[config.mk]
export PLATFORM = sky130hd
export DESIGN_NAME = epd_top
export DESIGN_NICKNAME = d
export VERILOG_FILES = /design/src/rtl/epd_top.v
export VERILOG_INCLUDE_DIRS = /design/src /design/src/rtl
export SDC_FILE = /design/constraint.sdc
export NUM_CORES = 1
export LEC_CHECK = 0
export BUFFER_PORTS_ARGS = -buffer_cell sky130_fd_sc_hd__buf_2
export CAP_MARGIN = 10
export CORE_MARGIN = 1
export CORE_UTILIZATION = 60
export DETAILED_ROUTE_END_ITERATION = 7
export GPL_TIMING_DRIVEN = 1
export PLACE_DENSITY_LB_ADDON = 0.2
export SETUP_SLACK_MARGIN = 0.1
export SYNTH_ARGS = -nofsm -noshare
export SYNTH_HDL_FRONTEND = slang
export SYNTH_SLANG_ARGS = --single-unit
[constraint.sdc]
create_clock -name aclk -period 15.97 [get_ports aclk]
set_input_delay 0.7985 -clock aclk [delete_from_list [all_inputs] [get_ports aclk]]
set_output_delay 0.7985 -clock aclk [all_outputs]
set_load 0.02 [all_outputs]
[src/rtl/epd_map.vh]
// register map, field positions, reset values and timing counts for the encoder pulse output divider
// Behaviour
// emit A/B/Z as differential line-driver pairs
// scale output count by numerator over denominator
// one setting picks AB logic and source
// scale source: Z at configured interval
// quadrature edge rate at most 4 Mpps
// resolution multiple of four: Z follows A
// otherwise Z one encoder step wide
// host waits for first Z before trusting
// Z also on open-collector output
// torque sel 0,11,12: signed torque command
// torque sel 1-5: signed positional deviation
// torque sel 6-10: signed full-closed deviation
// torque sel also sets output scaling
// speed sel 0-4: signed motor speed
// speed sel 5-9: signed command speed
// A/B quarter period apart, direction-led
`ifndef EPD_MAP_VH
`define EPD_MAP_VH
// axi-lite byte offsets
`define EPD_OFF_NUM 8'h00
`define EPD_OFF_DEN 8'h04
`define EPD_OFF_SEL 8'h08
`define EPD_OFF_ZINT 8'h0C
`define EPD_OFF_TSEL 8'h10
`define EPD_OFF_SSEL 8'h14
`define EPD_OFF_STAT 8'h18
// field positions
`define EPD_SEL_REV 0
`define EPD_SEL_SCALE 1
`define EPD_STAT_ZSEEN 0
`define EPD_STAT_ALIGN 1
`define EPD_STAT_BUSY 2
// reset values
`define EPD_RST_NUM 24'h00_0001
`define EPD_RST_DEN 16'h0001
`define EPD_RST_SEL 2'b00
`define EPD_RST_ZINT 16'h0001
`define EPD_RST_MSEL 4'h0
// axi responses
`define EPD_RESP_OKAY 2'b00
`define EPD_RESP_SLVERR 2'b10
// timing: 4 Mpps edge limit at 250 MHz, least spacing rounded up
`define EPD_CLK_KHZ 250000
`define EPD_MAX_EDGE_KPPS 4000
`define EPD_EDGE_CYC ((`EPD_CLK_KHZ + `EPD_MAX_EDGE_KPPS - 1) / `EPD_MAX_EDGE_KPPS)
`endif

[src/rtl/epd_top.v]
// encoder pulse output divider with monitor selection and axi-lite registers
//
// Added by the designer: the register addresses and the AXI4-Lite interface to the registers.
`timescale 1ns/1ps
`include "epd_map.vh"
module epd_top (
  // clock and reset
  input wire aclk,
  input wire aresetn,
  // axi-lite write address / data / response
  input wire [7:0] s_axi_awaddr,
  input wire s_axi_awvalid,
  output wire s_axi_awready,
  input wire [31:0] s_axi_wdata,
  input wire [3:0] s_axi_wstrb,
  input wire s_axi_wvalid,
  output wire s_axi_wready,
  output reg [1:0] s_axi_bresp,
  output reg s_axi_bvalid,
  input wire s_axi_bready,
  // axi-lite read
  input wire [7:0] s_axi_araddr,
  input wire s_axi_arvalid,
  output wire s_axi_arready,
  output reg [31:0] s_axi_rdata,
  output reg [1:0] s_axi_rresp,
  output reg s_axi_rvalid,
  input wire s_axi_rready,
  // position sources, one-cycle step pulses
  input wire enc_step,
  input wire enc_dir_ccw,
  input wire enc_z,
  input wire scale_step,
  input wire scale_dir_ccw,
  // monitored quantities, signed
  input wire [31:0] torque_cmd,
  input wire [31:0] pos_deviation,
  input wire [31:0] fc_deviation,
  input wire [31:0] motor_speed,
  input wire [31:0] cmd_speed,
  // pulse outputs
  output reg a_phase_out_pos,
  output reg a_phase_out_neg,
  output reg b_phase_out_pos,
  output reg b_phase_out_neg,
  output reg z_phase_out_pos,
  output reg z_phase_out_neg,
  output wire z_phase_open_collector_o,
  output reg z_phase_open_collector_oe,
  // monitor outputs
  output reg [15:0] torque_monitor_out,
  output reg [15:0] speed_monitor_out
);

  localparam integer EDGE_CYC_I = `EPD_EDGE_CYC;
  localparam [6:0] EDGE_CYC = EDGE_CYC_I[6:0];

  ////////////////////////////////////////////////////////////////////////////
  // helpers

  // arithmetic shift right then saturate to 16 bits
  function [15:0] scale_sat;
    input [31:0] val;
    input [2:0] sh;
    reg signed [31:0] s;
    begin
      s = $signed(val) >>> sh;
      if (s > 32'sd32767)
        scale_sat = 16'h7FFF;
      else if (s < -32'sd32768)
        scale_sat = 16'h8000;
      else
        scale_sat = s[15:0];
    end
  endfunction

  // merge write strobes into a word
  function [31:0] wmerge;
    input [31:0] old;
    input [31:0] nw;
    input [3:0] strb;
    integer i;
    begin
      wmerge = old;
      for (i = 0; i < 4; i = i + 1)
        if (strb[i])
          wmerge[i*8 +: 8] = nw[i*8 +: 8];
    end
  endfunction

  ////////////////////////////////////////////////////////////////////////////
  // registers

  reg [23:0] num_q;
  reg [15:0] den_q;
  reg [1:0] sel_q;
  reg [15:0] zint_q;
  reg [3:0] tsel_q;
  reg [3:0] ssel_q;
  reg z_seen_q;
  reg align_q;
  reg busy_q;
  reg cfg_chg;

  // write channel: address and data taken independently
  reg aw_full_q;
  reg w_full_q;
  reg [7:0] aw_addr_q;
  reg [31:0] w_data_q;
  reg [3:0] w_strb_q;
  wire do_write;
  // strobe-merged write words, cut back to each register's width below
  wire [31:0] num_wr = wmerge({8'h00, num_q}, w_data_q, w_strb_q);
  wire [31:0] den_wr = wmerge({16'h0000, den_q}, w_data_q, w_strb_q);
  wire [31:0] zint_wr = wmerge({16'h0000, zint_q}, w_data_q, w_strb_q);

  assign s_axi_awready = !aw_full_q && !s_axi_bvalid;
  assign s_axi_wready = !w_full_q && !s_axi_bvalid;
  assign do_write = aw_full_q && w_full_q && !s_axi_bvalid;

  always @(posedge aclk) begin
    if (!aresetn) begin
      aw_full_q <= 1'b0;
      w_full_q <= 1'b0;
      aw_addr_q <= 8'h00;
      w_data_q <= 32'h0000_0000;
      w_strb_q <= 4'h0;
      s_axi_bvalid <= 1'b0;
      s_axi_bresp <= `EPD_RESP_OKAY;
      num_q <= `EPD_RST_NUM;
      den_q <= `EPD_RST_DEN;
      sel_q <= `EPD_RST_SEL;
      zint_q <= `EPD_RST_ZINT;
      tsel_q <= `EPD_RST_MSEL;
      ssel_q <= `EPD_RST_MSEL;
      cfg_chg <= 1'b1;
    end else begin
      cfg_chg <= 1'b0;
      if (s_axi_awvalid && s_axi_awready) begin
        aw_full_q <= 1'b1;
        aw_addr_q <= s_axi_awaddr;
      end
      if (s_axi_wvalid && s_axi_wready) begin
        w_full_q <= 1'b1;
        w_data_q <= s_axi_wdata;
        w_strb_q <= s_axi_wstrb;
      end
      if (do_write) begin
        aw_full_q <= 1'b0;
        w_full_q <= 1'b0;
        s_axi_bvalid <= 1'b1;
        s_axi_bresp <= `EPD_RESP_OKAY;
        case (aw_addr_q)
          `EPD_OFF_NUM: begin
            num_q <= num_wr[23:0];
            cfg_chg <= 1'b1;
          end
          `EPD_OFF_DEN: begin
            den_q <= den_wr[15:0];
            cfg_chg <= 1'b1;
          end
          `EPD_OFF_SEL: sel_q <= w_strb_q[0] ? w_data_q[1:0] : sel_q;
          `EPD_OFF_ZINT: zint_q <= zint_wr[15:0];
          `EPD_OFF_TSEL: tsel_q <= w_strb_q[0] ? w_data_q[3:0] : tsel_q;
          `EPD_OFF_SSEL: ssel_q <= w_strb_q[0] ? w_data_q[3:0] : ssel_q;
          `EPD_OFF_STAT: s_axi_bresp <= `EPD_RESP_OKAY;
          default: s_axi_bresp <= `EPD_RESP_SLVERR;
        endcase
      end else if (s_axi_bvalid && s_axi_bready) begin
        s_axi_bvalid <= 1'b0;
      end
    end
  end

  // read channel: data one cycle after the address is taken
  assign s_axi_arready = !s_axi_rvalid;

  always @(posedge aclk) begin
    if (!aresetn) begin
      s_axi_rvalid <= 1'b0;
      s_axi_rdata <= 32'h0000_0000;
      s_axi_rresp <= `EPD_RESP_OKAY;
    end else if (s_axi_arvalid && s_axi_arready) begin
      s_axi_rvalid <= 1'b1;
      s_axi_rresp <= `EPD_RESP_OKAY;
      case (s_axi_araddr)
        `EPD_OFF_NUM: s_axi_rdata <= {8'h00, num_q};
        `EPD_OFF_DEN: s_axi_rdata <= {16'h0000, den_q};
        `EPD_OFF_SEL: s_axi_rdata <= {30'h0, sel_q};
        `EPD_OFF_ZINT: s_axi_rdata <= {16'h0000, zint_q};
        `EPD_OFF_TSEL: s_axi_rdata <= {28'h000_0000, tsel_q};
        `EPD_OFF_SSEL: s_axi_rdata <= {28'h000_0000, ssel_q};
        `EPD_OFF_STAT: s_axi_rdata <= {29'h0, busy_q, align_q, z_seen_q};
        default: begin
          s_axi_rdata <= 32'h0000_0000;
          s_axi_rresp <= `EPD_RESP_SLVERR;
        end
      endcase
    end else if (s_axi_rready) begin
      s_axi_rvalid <= 1'b0;
    end
  end

  ////////////////////////////////////////////////////////////////////////////
  // resolution check: serial division of numerator by denominator

  reg [4:0] div_cnt_q;
  reg [23:0] div_quo_q;
  reg [16:0] div_rem_q;
  wire [16:0] div_try = {div_rem_q[15:0], div_quo_q[23]};

  always @(posedge aclk) begin
    if (!aresetn) begin
      div_cnt_q <= 5'd0;
      div_quo_q <= 24'h00_0000;
      div_rem_q <= 17'h0_0000;
      busy_q <= 1'b0;
      align_q <= 1'b0;
    end else if (cfg_chg) begin
      div_cnt_q <= 5'd24;
      div_quo_q <= num_q;
      div_rem_q <= 17'h0_0000;
      busy_q <= 1'b1;
    end else if (busy_q) begin
      if (div_try >= {1'b0, den_q}) begin
        div_rem_q <= div_try - {1'b0, den_q};
        div_quo_q <= {div_quo_q[22:0], 1'b1};
      end else begin
        div_rem_q <= div_try;
        div_quo_q <= {div_quo_q[22:0], 1'b0};
      end
      div_cnt_q <= div_cnt_q - 5'd1;
      if (div_cnt_q == 5'd1)
        busy_q <= 1'b0;
    end else begin
      // exact ratio whose quotient is a multiple of four
      align_q <= (div_rem_q == 17'h0_0000) && (div_quo_q[1:0] == 2'b00) && (den_q != 16'h0000);
    end
  end

  ////////////////////////////////////////////////////////////////////////////
  // ratio accumulator and pending edge count

  wire use_scale = sel_q[`EPD_SEL_SCALE];
  wire src_step = use_scale ? scale_step : enc_step;
  wire src_ccw = use_scale ? scale_dir_ccw : enc_dir_ccw;
  reg signed [25:0] acc_q;
  reg signed [15:0] pend_q;
  reg [6:0] rate_q;
  reg [1:0] ph_q;
  wire edge_ok = (rate_q == 7'd0) && (pend_q != 16'sd0);
  wire edge_up = !pend_q[15];
  wire [1:0] ph_nx = edge_up ? ph_q + 2'd1 : ph_q - 2'd1;
  // pending change from an emitted edge: an up edge drains a positive count, a down edge a negative one
  wire signed [15:0] pend_out = edge_ok ? (edge_up ? -16'sd1 : 16'sd1) : 16'sd0;

  // one division step per cycle: source steps must be slower than the clock
  always @(posedge aclk) begin
    if (!aresetn) begin
      acc_q <= 26'sd0;
      pend_q <= 16'sd0;
    end else begin
      if (src_step) begin
        if (src_ccw)
          acc_q <= acc_q + $signed({2'b00, num_q});
        else
          acc_q <= acc_q - $signed({2'b00, num_q});
        pend_q <= pend_q + pend_out;
      end else if (den_q != 16'h0000 && acc_q >= $signed({10'h000, den_q})) begin
        acc_q <= acc_q - $signed({10'h000, den_q});
        pend_q <= pend_q + 16'sd1 + pend_out;
      end else if (den_q != 16'h0000 && acc_q < 26'sd0) begin
        acc_q <= acc_q + $signed({10'h000, den_q});
        pend_q <= pend_q - 16'sd1 + pend_out;
      end else begin
        pend_q <= pend_q + pend_out;
      end
    end
  end

  ////////////////////////////////////////////////////////////////////////////
  // rate-limited quadrature generator

  always @(posedge aclk) begin
    if (!aresetn) begin
      rate_q <= 7'd0;
      ph_q <= 2'b00;
    end else if (edge_ok) begin
      rate_q <= EDGE_CYC - 7'd1;
      ph_q <= ph_nx;
    end else if (rate_q != 7'd0) begin
      rate_q <= rate_q - 7'd1;
    end
  end

  ////////////////////////////////////////////////////////////////////////////
  // z generation

  reg z_arm_q;
  reg z_q;
  reg [15:0] zcnt_q;

  always @(posedge aclk) begin
    if (!aresetn) begin
      z_arm_q <= 1'b0;
      z_q <= 1'b0;
      zcnt_q <= 16'h0000;
      z_seen_q <= 1'b0;
    end else if (use_scale) begin
      z_arm_q <= 1'b0;
      if (edge_ok) begin
        // z lasts one output edge once per interval
        if (zcnt_q + 16'h0001 >= zint_q) begin
          zcnt_q <= 16'h0000;
          z_q <= 1'b1;
        end else begin
          zcnt_q <= zcnt_q + 16'h0001;
          z_q <= 1'b0;
        end
      end
    end else if (align_q) begin
      if (enc_z)
        z_arm_q <= 1'b1;
      if (edge_ok) begin
        if (z_arm_q && ph_nx == 2'b10) begin
          z_q <= 1'b1;
          z_arm_q <= enc_z;
        end else if (z_q) begin
          z_q <= 1'b0;
        end
      end
    end else begin
      z_arm_q <= 1'b0;
      if (enc_z)
        z_q <= 1'b1;
      else if (enc_step)
        z_q <= 1'b0;
    end
    // reset wins: status is sticky until reset
    if (aresetn && z_q)
      z_seen_q <= 1'b1;
  end

  ////////////////////////////////////////////////////////////////////////////
  // pin drive

  wire a_lvl = ph_q[1];
  wire b_lvl = ph_q[1] ^ ph_q[0];
  wire b_out = b_lvl ^ sel_q[`EPD_SEL_REV];

  assign z_phase_open_collector_o = 1'b0;

  always @(posedge aclk) begin
    if (!aresetn) begin
      a_phase_out_pos <= 1'b0;
      a_phase_out_neg <= 1'b1;
      b_phase_out_pos <= 1'b0;
      b_phase_out_neg <= 1'b1;
      z_phase_out_pos <= 1'b0;
      z_phase_out_neg <= 1'b1;
      z_phase_open_collector_oe <= 1'b0;
    end else begin
      a_phase_out_pos <= a_lvl;
      a_phase_out_neg <= ~a_lvl;
      b_phase_out_pos <= b_out;
      b_phase_out_neg <= ~b_out;
      z_phase_out_pos <= z_q;
      z_phase_out_neg <= ~z_q;
      z_phase_open_collector_oe <= z_q;
    end
  end

  ////////////////////////////////////////////////////////////////////////////
  // analog monitor selection, coarser scale at higher select values within each source

  always @(posedge aclk) begin
    if (!aresetn) begin
      torque_monitor_out <= 16'h0000;
      speed_monitor_out <= 16'h0000;
    end else begin
      case (tsel_q)
        4'd0: torque_monitor_out <= scale_sat(torque_cmd, 3'd0);
        4'd11: torque_monitor_out <= scale_sat(torque_cmd, 3'd1);
        4'd12: torque_monitor_out <= scale_sat(torque_cmd, 3'd2);
        4'd1, 4'd2, 4'd3, 4'd4, 4'd5:
          torque_monitor_out <= scale_sat(pos_deviation, tsel_q[2:0] - 3'd1);
        4'd6, 4'd7, 4'd8, 4'd9, 4'd10:
          torque_monitor_out <= scale_sat(fc_deviation, tsel_q[2:0] - 3'd6);
        default: torque_monitor_out <= 16'h0000;
      endcase
      case (ssel_q)
        4'd0, 4'd1, 4'd2, 4'd3, 4'd4:
          speed_monitor_out <= scale_sat(motor_speed, ssel_q[2:0]);
        4'd5, 4'd6, 4'd7, 4'd8, 4'd9:
          speed_monitor_out <= scale_sat(cmd_speed, ssel_q[2:0] - 3'd5);
        default: speed_monitor_out <= 16'h0000;
      endcase
    end
  end

endmodule

==> load_flow_metrics.sql <==
INSERT INTO impl_metrics (metric_group, metric, value, unit) VALUES
('clocking', 'h_tree_levels', '2', ''),
('power_and_ir_drop', 'maximum_vdd_drop', '0.0000794', 'V'),
('synthesis', 'number_of_different_library_cells_in_the_post_synthesis_netlist', '90', ''),
('grt', 'grt.overflow.total', '0', ''),
('timing', 'timing.final.hold_violations', '0', ''),
('floorplan', 'floorplan.initialDensity', '61.0', '%'),
('job', 'drv_cap', '0', ''),
('synthesis', 'post_synth_instance_area', '23600', 'sq um'),
('hold_path', 'timing.hold.worst.class', 'in2reg', ''),
('clocking', 'clock_sinks', '288', ''),
('finish', 'postLayoutCellArea', '26300', 'sq um'),
('synthesis', 'fraction_of_the_yosys_area_taken_by_sequential_cells', '24.4', '%'),
('status', 'outcome', 'complete, but fails checks', ''),
('synthesis', 'netlist.top_cell.by_area', 'sky130_fd_sc_hd__dfxtp_1', ''),
('status', 'failing_checks', 'design-rule violations', ''),
('clocking', 'cts_inserted_buffers', '34', ''),
('timing', 'grt_setup_unrepaired', 'no', ''),
('synthesis', 'asyncSetResetFlopFracSynth', '0', '%'),
('route', 'routed-via-count', '23400', ''),
('timing', 'finalWorstPathRequiredPeriod', '5.91', 'ns'),
('timing', 'fin_hold_ws', '0.428', 'ns'),
('timing', 'max_freq', '0.169', 'GHz'),
('grt', 'first_global_vias', '22100', ''),
('synthesis', 'yosysWarningCount', '0', ''),
('power_and_ir_drop', 'leakagePower', '11.2', 'nW'),
('clocking', 'worst_skew_pair.late_latency', '0.55', 'ns'),
('setup_path', 'timing_worst_setup_path_type', 'reg2reg', ''),
('finish', 'number_of_standard_cells_in_the_final_layout_excluding_fillers', '3674', ''),
('setup_path', 'cp_data_required_time', '16.37', 'ns'),
('grt', 'antenna_found_initial', '3', ''),
('floorplan', 'floorplan.io_pins', '305', ''),
('setup_path', 'data_arrival_time_of_the_critical_path', '6.31', 'ns'),
('route', 'routed_via_density', '6.37', ''),
('clocking', 'clockRootBuffer', 'sky130_fd_sc_hd__clkbuf_16', ''),
('clocking', 'clk_pin_slew', '0.06', 'ns'),
('floorplan', 'design.die.area', '40200', 'sq um'),
('floorplan', 'core-area', '38700', 'sq um'),
('synthesis', 'synth.top_cell.area_share', '24.4', '%'),
('placed_design', 'gpl_wtd_cong', '0.949', ''),
('synthesis', 'ys.flop_type', 'sky130_fd_sc_hd__dfxtp_1', ''),
('route', 'wire_per_inst', '19.3', 'um'),
('clocking', 'clockBufferDepth', '3', ''),
('synthesis', 'synth_enable_flop_cells', '0', ''),
('finish', 'final_nets', '3518', ''),
('grt', 'grt_first_pass_wirelength', '113000', 'um'),
('clocking', 'tritoncts_clock_tree', 'yes', ''),
('finish', 'area_delta_synth_final', '11.3', '%'),
('clocking', 'cts_resized', '0', ''),
('timing', 'timing.final.setup_violations', '0', ''),
('placed_design', 'numPlacedInstances', '3612', ''),
('hold_path', 'worstHoldPathCells', '2', ''),
('floorplan', 'core.rowCount', '72', ''),
('floorplan', 'die-height', '201', 'um'),
('timing', 'min_period_over_period', '37.0', '%'),
('setup_path', 'worstSetupStartpointType', 'flop', ''),
('timing', 'timing.setup.tns', '0', 'ns'),
('route', 'drt_iter0_markers', '2117', ''),
('synthesis', 'synth.top_cells.by_area', 'sky130_fd_sc_hd__dfxtp_1 24%, sky130_fd_sc_hd__ha_1 8.3%, sky130_fd_sc_hd__mux2i_1 7.5%', ''),
('timing', 'fin_worst_skew', '0.0139', 'ns'),
('route', 'drtPass1Iterations', '8', ''),
('clocking', 'post-cts-setup-buffers', '0', ''),
('placed_design', 'port_buffers', '284', ''),
('grt', 'globalRouteTotalUtil', '34.1', '%'),
('route', 'number_of_routed_nets_with_antenna_violations', '0', ''),
('finish', 'layout-drive-gt1-share', '16.4', '%'),
('route', 'routed_wirelength', '70800', 'um'),
('placed_design', 'place.detailed.hpwl', '52700', 'um'),
('timing', 'timing.final.max_slew_violations', '0', ''),
('grt', 'grt_max_degree', '110', ''),
('timing', 'worst_slew_margin_rel', '23.7', '%'),
('setup_path', 'crit_path_max_fanout', '25', ''),
('route', 'remaining_drc_errors', '5', ''),
('floorplan', 'die_width', '201', 'um'),
('placed_design', 'area_post_placement', '25200', 'sq um'),
('setup_path', 'rr_worst_depth', '21', ''),
('synthesis', 'yosys_register_bits', '288', ''),
('synthesis', 'synthCells', '2965', ''),
('setup_path', 'endpoint_kind', 'flop', ''),
('synthesis', 'syn_area_per_cell', '7.98', 'sq um'),
('power_and_ir_drop', 'power_density', '131', 'nW/um^2'),
('timing', 'worst-slew-pin-transition', '1.14', 'ns'),
('clocking', 'cts.hold.buffers_added', '0', '');
-- metrics by stage --
stage	power (W)	setup WS, ns	util [%]
2_1_floorplan	0.00222	10.75	-
3_3_place_gp	0.00259	10.22	65.0
3_5_place_dp	0.00263	10.14	65.0
4_1_cts	0.00343	10.07	67.9
5_1_grt	0.00369	9.65	68.0
6_report	0.00345	10.06	68.0
-- worst max-delay path, stage by stage, from the launching register on --
cell                       delay [ns]
sky130_fd_sc_hd__dfxtp_1         0.32
sky130_fd_sc_hd__inv_1           0.08
sky130_fd_sc_hd__ha_1            0.17
sky130_fd_sc_hd__or3b_2          0.48
sky130_fd_sc_hd__or3_1           0.35
sky130_fd_sc_hd__nor2_1          0.27
sky130_fd_sc_hd__nand2_1         0.32
sky130_fd_sc_hd__inv_1           0.54
sky130_fd_sc_hd__nand2b_1        0.10
sky130_fd_sc_hd__buf_4           0.26
sky130_fd_sc_hd__ha_1            0.48
sky130_fd_sc_hd__inv_1           0.14
sky130_fd_sc_hd__ha_1            0.34
sky130_fd_sc_hd__nor2b_1         0.26
sky130_fd_sc_hd__o31a_1          0.23
sky130_fd_sc_hd__nor2b_1         0.08
sky130_fd_sc_hd__o31ai_1         0.36
sky130_fd_sc_hd__o21ai_0         0.28
sky130_fd_sc_hd__o21ai_0         0.30
sky130_fd_sc_hd__xnor2_1         0.12
sky130_fd_sc_hd__a22oi_1         0.14
sky130_fd_sc_hd__o32ai_1         0.09
-- cell usage after synthesis (all sizes together), types with 14 or more instances --
cell	number
nand2	313
nor2	301
dfxtp	288
a21oi	284
mux2i	178
ha	156
clkbuf	135
inv	130
o21ai	117
xnor2	75
mux4	66
nor3	66
nand3	63
buf	61
a211oi	55
o21a	44
xor2	44
a21o	41
nor2b	40
a31oi	36
o22ai	33
nor4	31
nand2b	28
nand4	26
mux2	20
or3	20
a221oi	19
a31o	19
o211ai	19
and2	16
and3	16
a22oi	15
o31ai	15
a2111oi	14
-- registers in the layout, summed over array words and instances, names as in the netlist, 3 cells and up --
register and cells:
acc_q 26, div_quo_q 24, num_q 24, s_axi_rdata 24, w_data_q 24, div_rem_q 17
den_q 16, pend_q 16, speed_monitor_out 16, torque_monitor_out 16, zcnt_q 16, zint_q 16
aw_addr_q 8, rate_q 7, div_cnt_q 5, ssel_q 4, tsel_q 4, w_strb_q 3
-- cells by family (layout without fill, tap and decap cells) --
| logic type | after synthesis | count (layout) | share of synthesized area [%] |
|---|---|---|---|
| xor gates and xnor gates | 119 | 119 | 4.41 |
| AOI/OAI and AO/OA | 833 | 833 | 23.1 |
| adders and majority gates | 163 | 163 | 8.85 |
| DFF | 288 | 288 | 24.4 |
| muxes | 264 | 264 | 14.8 |
| and+or+nand+nor | 968 | 968 | 18.8 |
| buffers and inverters | 329 | 507 | 5.69 |
| other | 1 | 14 | 0.0159 |
-- area by class of cell --
type	count	area, sq um
tap	518	648
inverter	133	504
multi-input combinational	2358	16600
antenna	3	7.51
clock inverter	18	208
timing repair buffer	316	1670
sequential	288	5780
fill	3257	12400
clock buffer	40	915
-- routing by layer --
layer,vias up,part of all wire (%),global-route usage (%),wire (um)
met3,152,7.4,3.41,5220
met2,1068,47,56.7,33000
li1,11200,-,-,-
met4,0,3.5,13.4,2510
met5,-,0,0,0
met1,11000,43,45.5,30100
-- power breakdown --
part | switching [W] | leakage (nW) | internal (W) | total [W]
clock network | 0.000329 | 0.550 | 0.000463 | 0.000791
logic | 0.00105 | 8.31 | 0.000737 | 0.00178
registers | 0.0000817 | 2.35 | 0.000791 | 0.000873
total | 0.00146 | 11.2 | 0.00199 | 0.00345
-- worst paths after layout --
kind | end | slack, ns | start
max | pend_q[15]$_SDFF_PN0_ | 10.06 | rate_q[0]$_SDFFE_PP0N_
min | s_axi_rvalid$_SDFFE_PN0P_ | 0.43 | s_axi_rready
max reg2reg | pend_q[15]$_SDFF_PN0_ | 10.06 | rate_q[0]$_SDFFE_PP0N_
min reg2reg | aw_addr_q[7]$_SDFFE_PN0P_ | 0.45 | aw_addr_q[7]$_SDFFE_PN0P_
-- cells in the final DEF (no fill, tap or decap), types with 26 or more instances in the layout --
| cell type | count |
|---|---|
| sky130_fd_sc_hd__a211oi_1 | 54 |
| sky130_fd_sc_hd__a21o_1 | 41 |
| sky130_fd_sc_hd__a21oi_1 | 282 |
| sky130_fd_sc_hd__a31oi_1 | 36 |
| sky130_fd_sc_hd__buf_2 | 284 |
| sky130_fd_sc_hd__buf_4 | 31 |
| sky130_fd_sc_hd__clkbuf_16 | 35 |
| sky130_fd_sc_hd__dfxtp_1 | 283 |
| sky130_fd_sc_hd__ha_1 | 156 |
| sky130_fd_sc_hd__inv_1 | 128 |
| sky130_fd_sc_hd__mux2i_1 | 177 |
| sky130_fd_sc_hd__mux4_2 | 66 |
| sky130_fd_sc_hd__nand2_1 | 313 |
| sky130_fd_sc_hd__nand2b_1 | 28 |
| sky130_fd_sc_hd__nand3_1 | 63 |
| sky130_fd_sc_hd__nand4_1 | 26 |
| sky130_fd_sc_hd__nor2_1 | 300 |
| sky130_fd_sc_hd__nor2b_1 | 40 |
| sky130_fd_sc_hd__nor3_1 | 65 |
| sky130_fd_sc_hd__nor4_1 | 31 |
| sky130_fd_sc_hd__o21a_1 | 44 |
| sky130_fd_sc_hd__o21ai_0 | 113 |
| sky130_fd_sc_hd__o22ai_1 | 33 |
| sky130_fd_sc_hd__xnor2_1 | 75 |
| sky130_fd_sc_hd__xor2_1 | 44 |
Note: power is estimated with default switching activity, not from simulation.
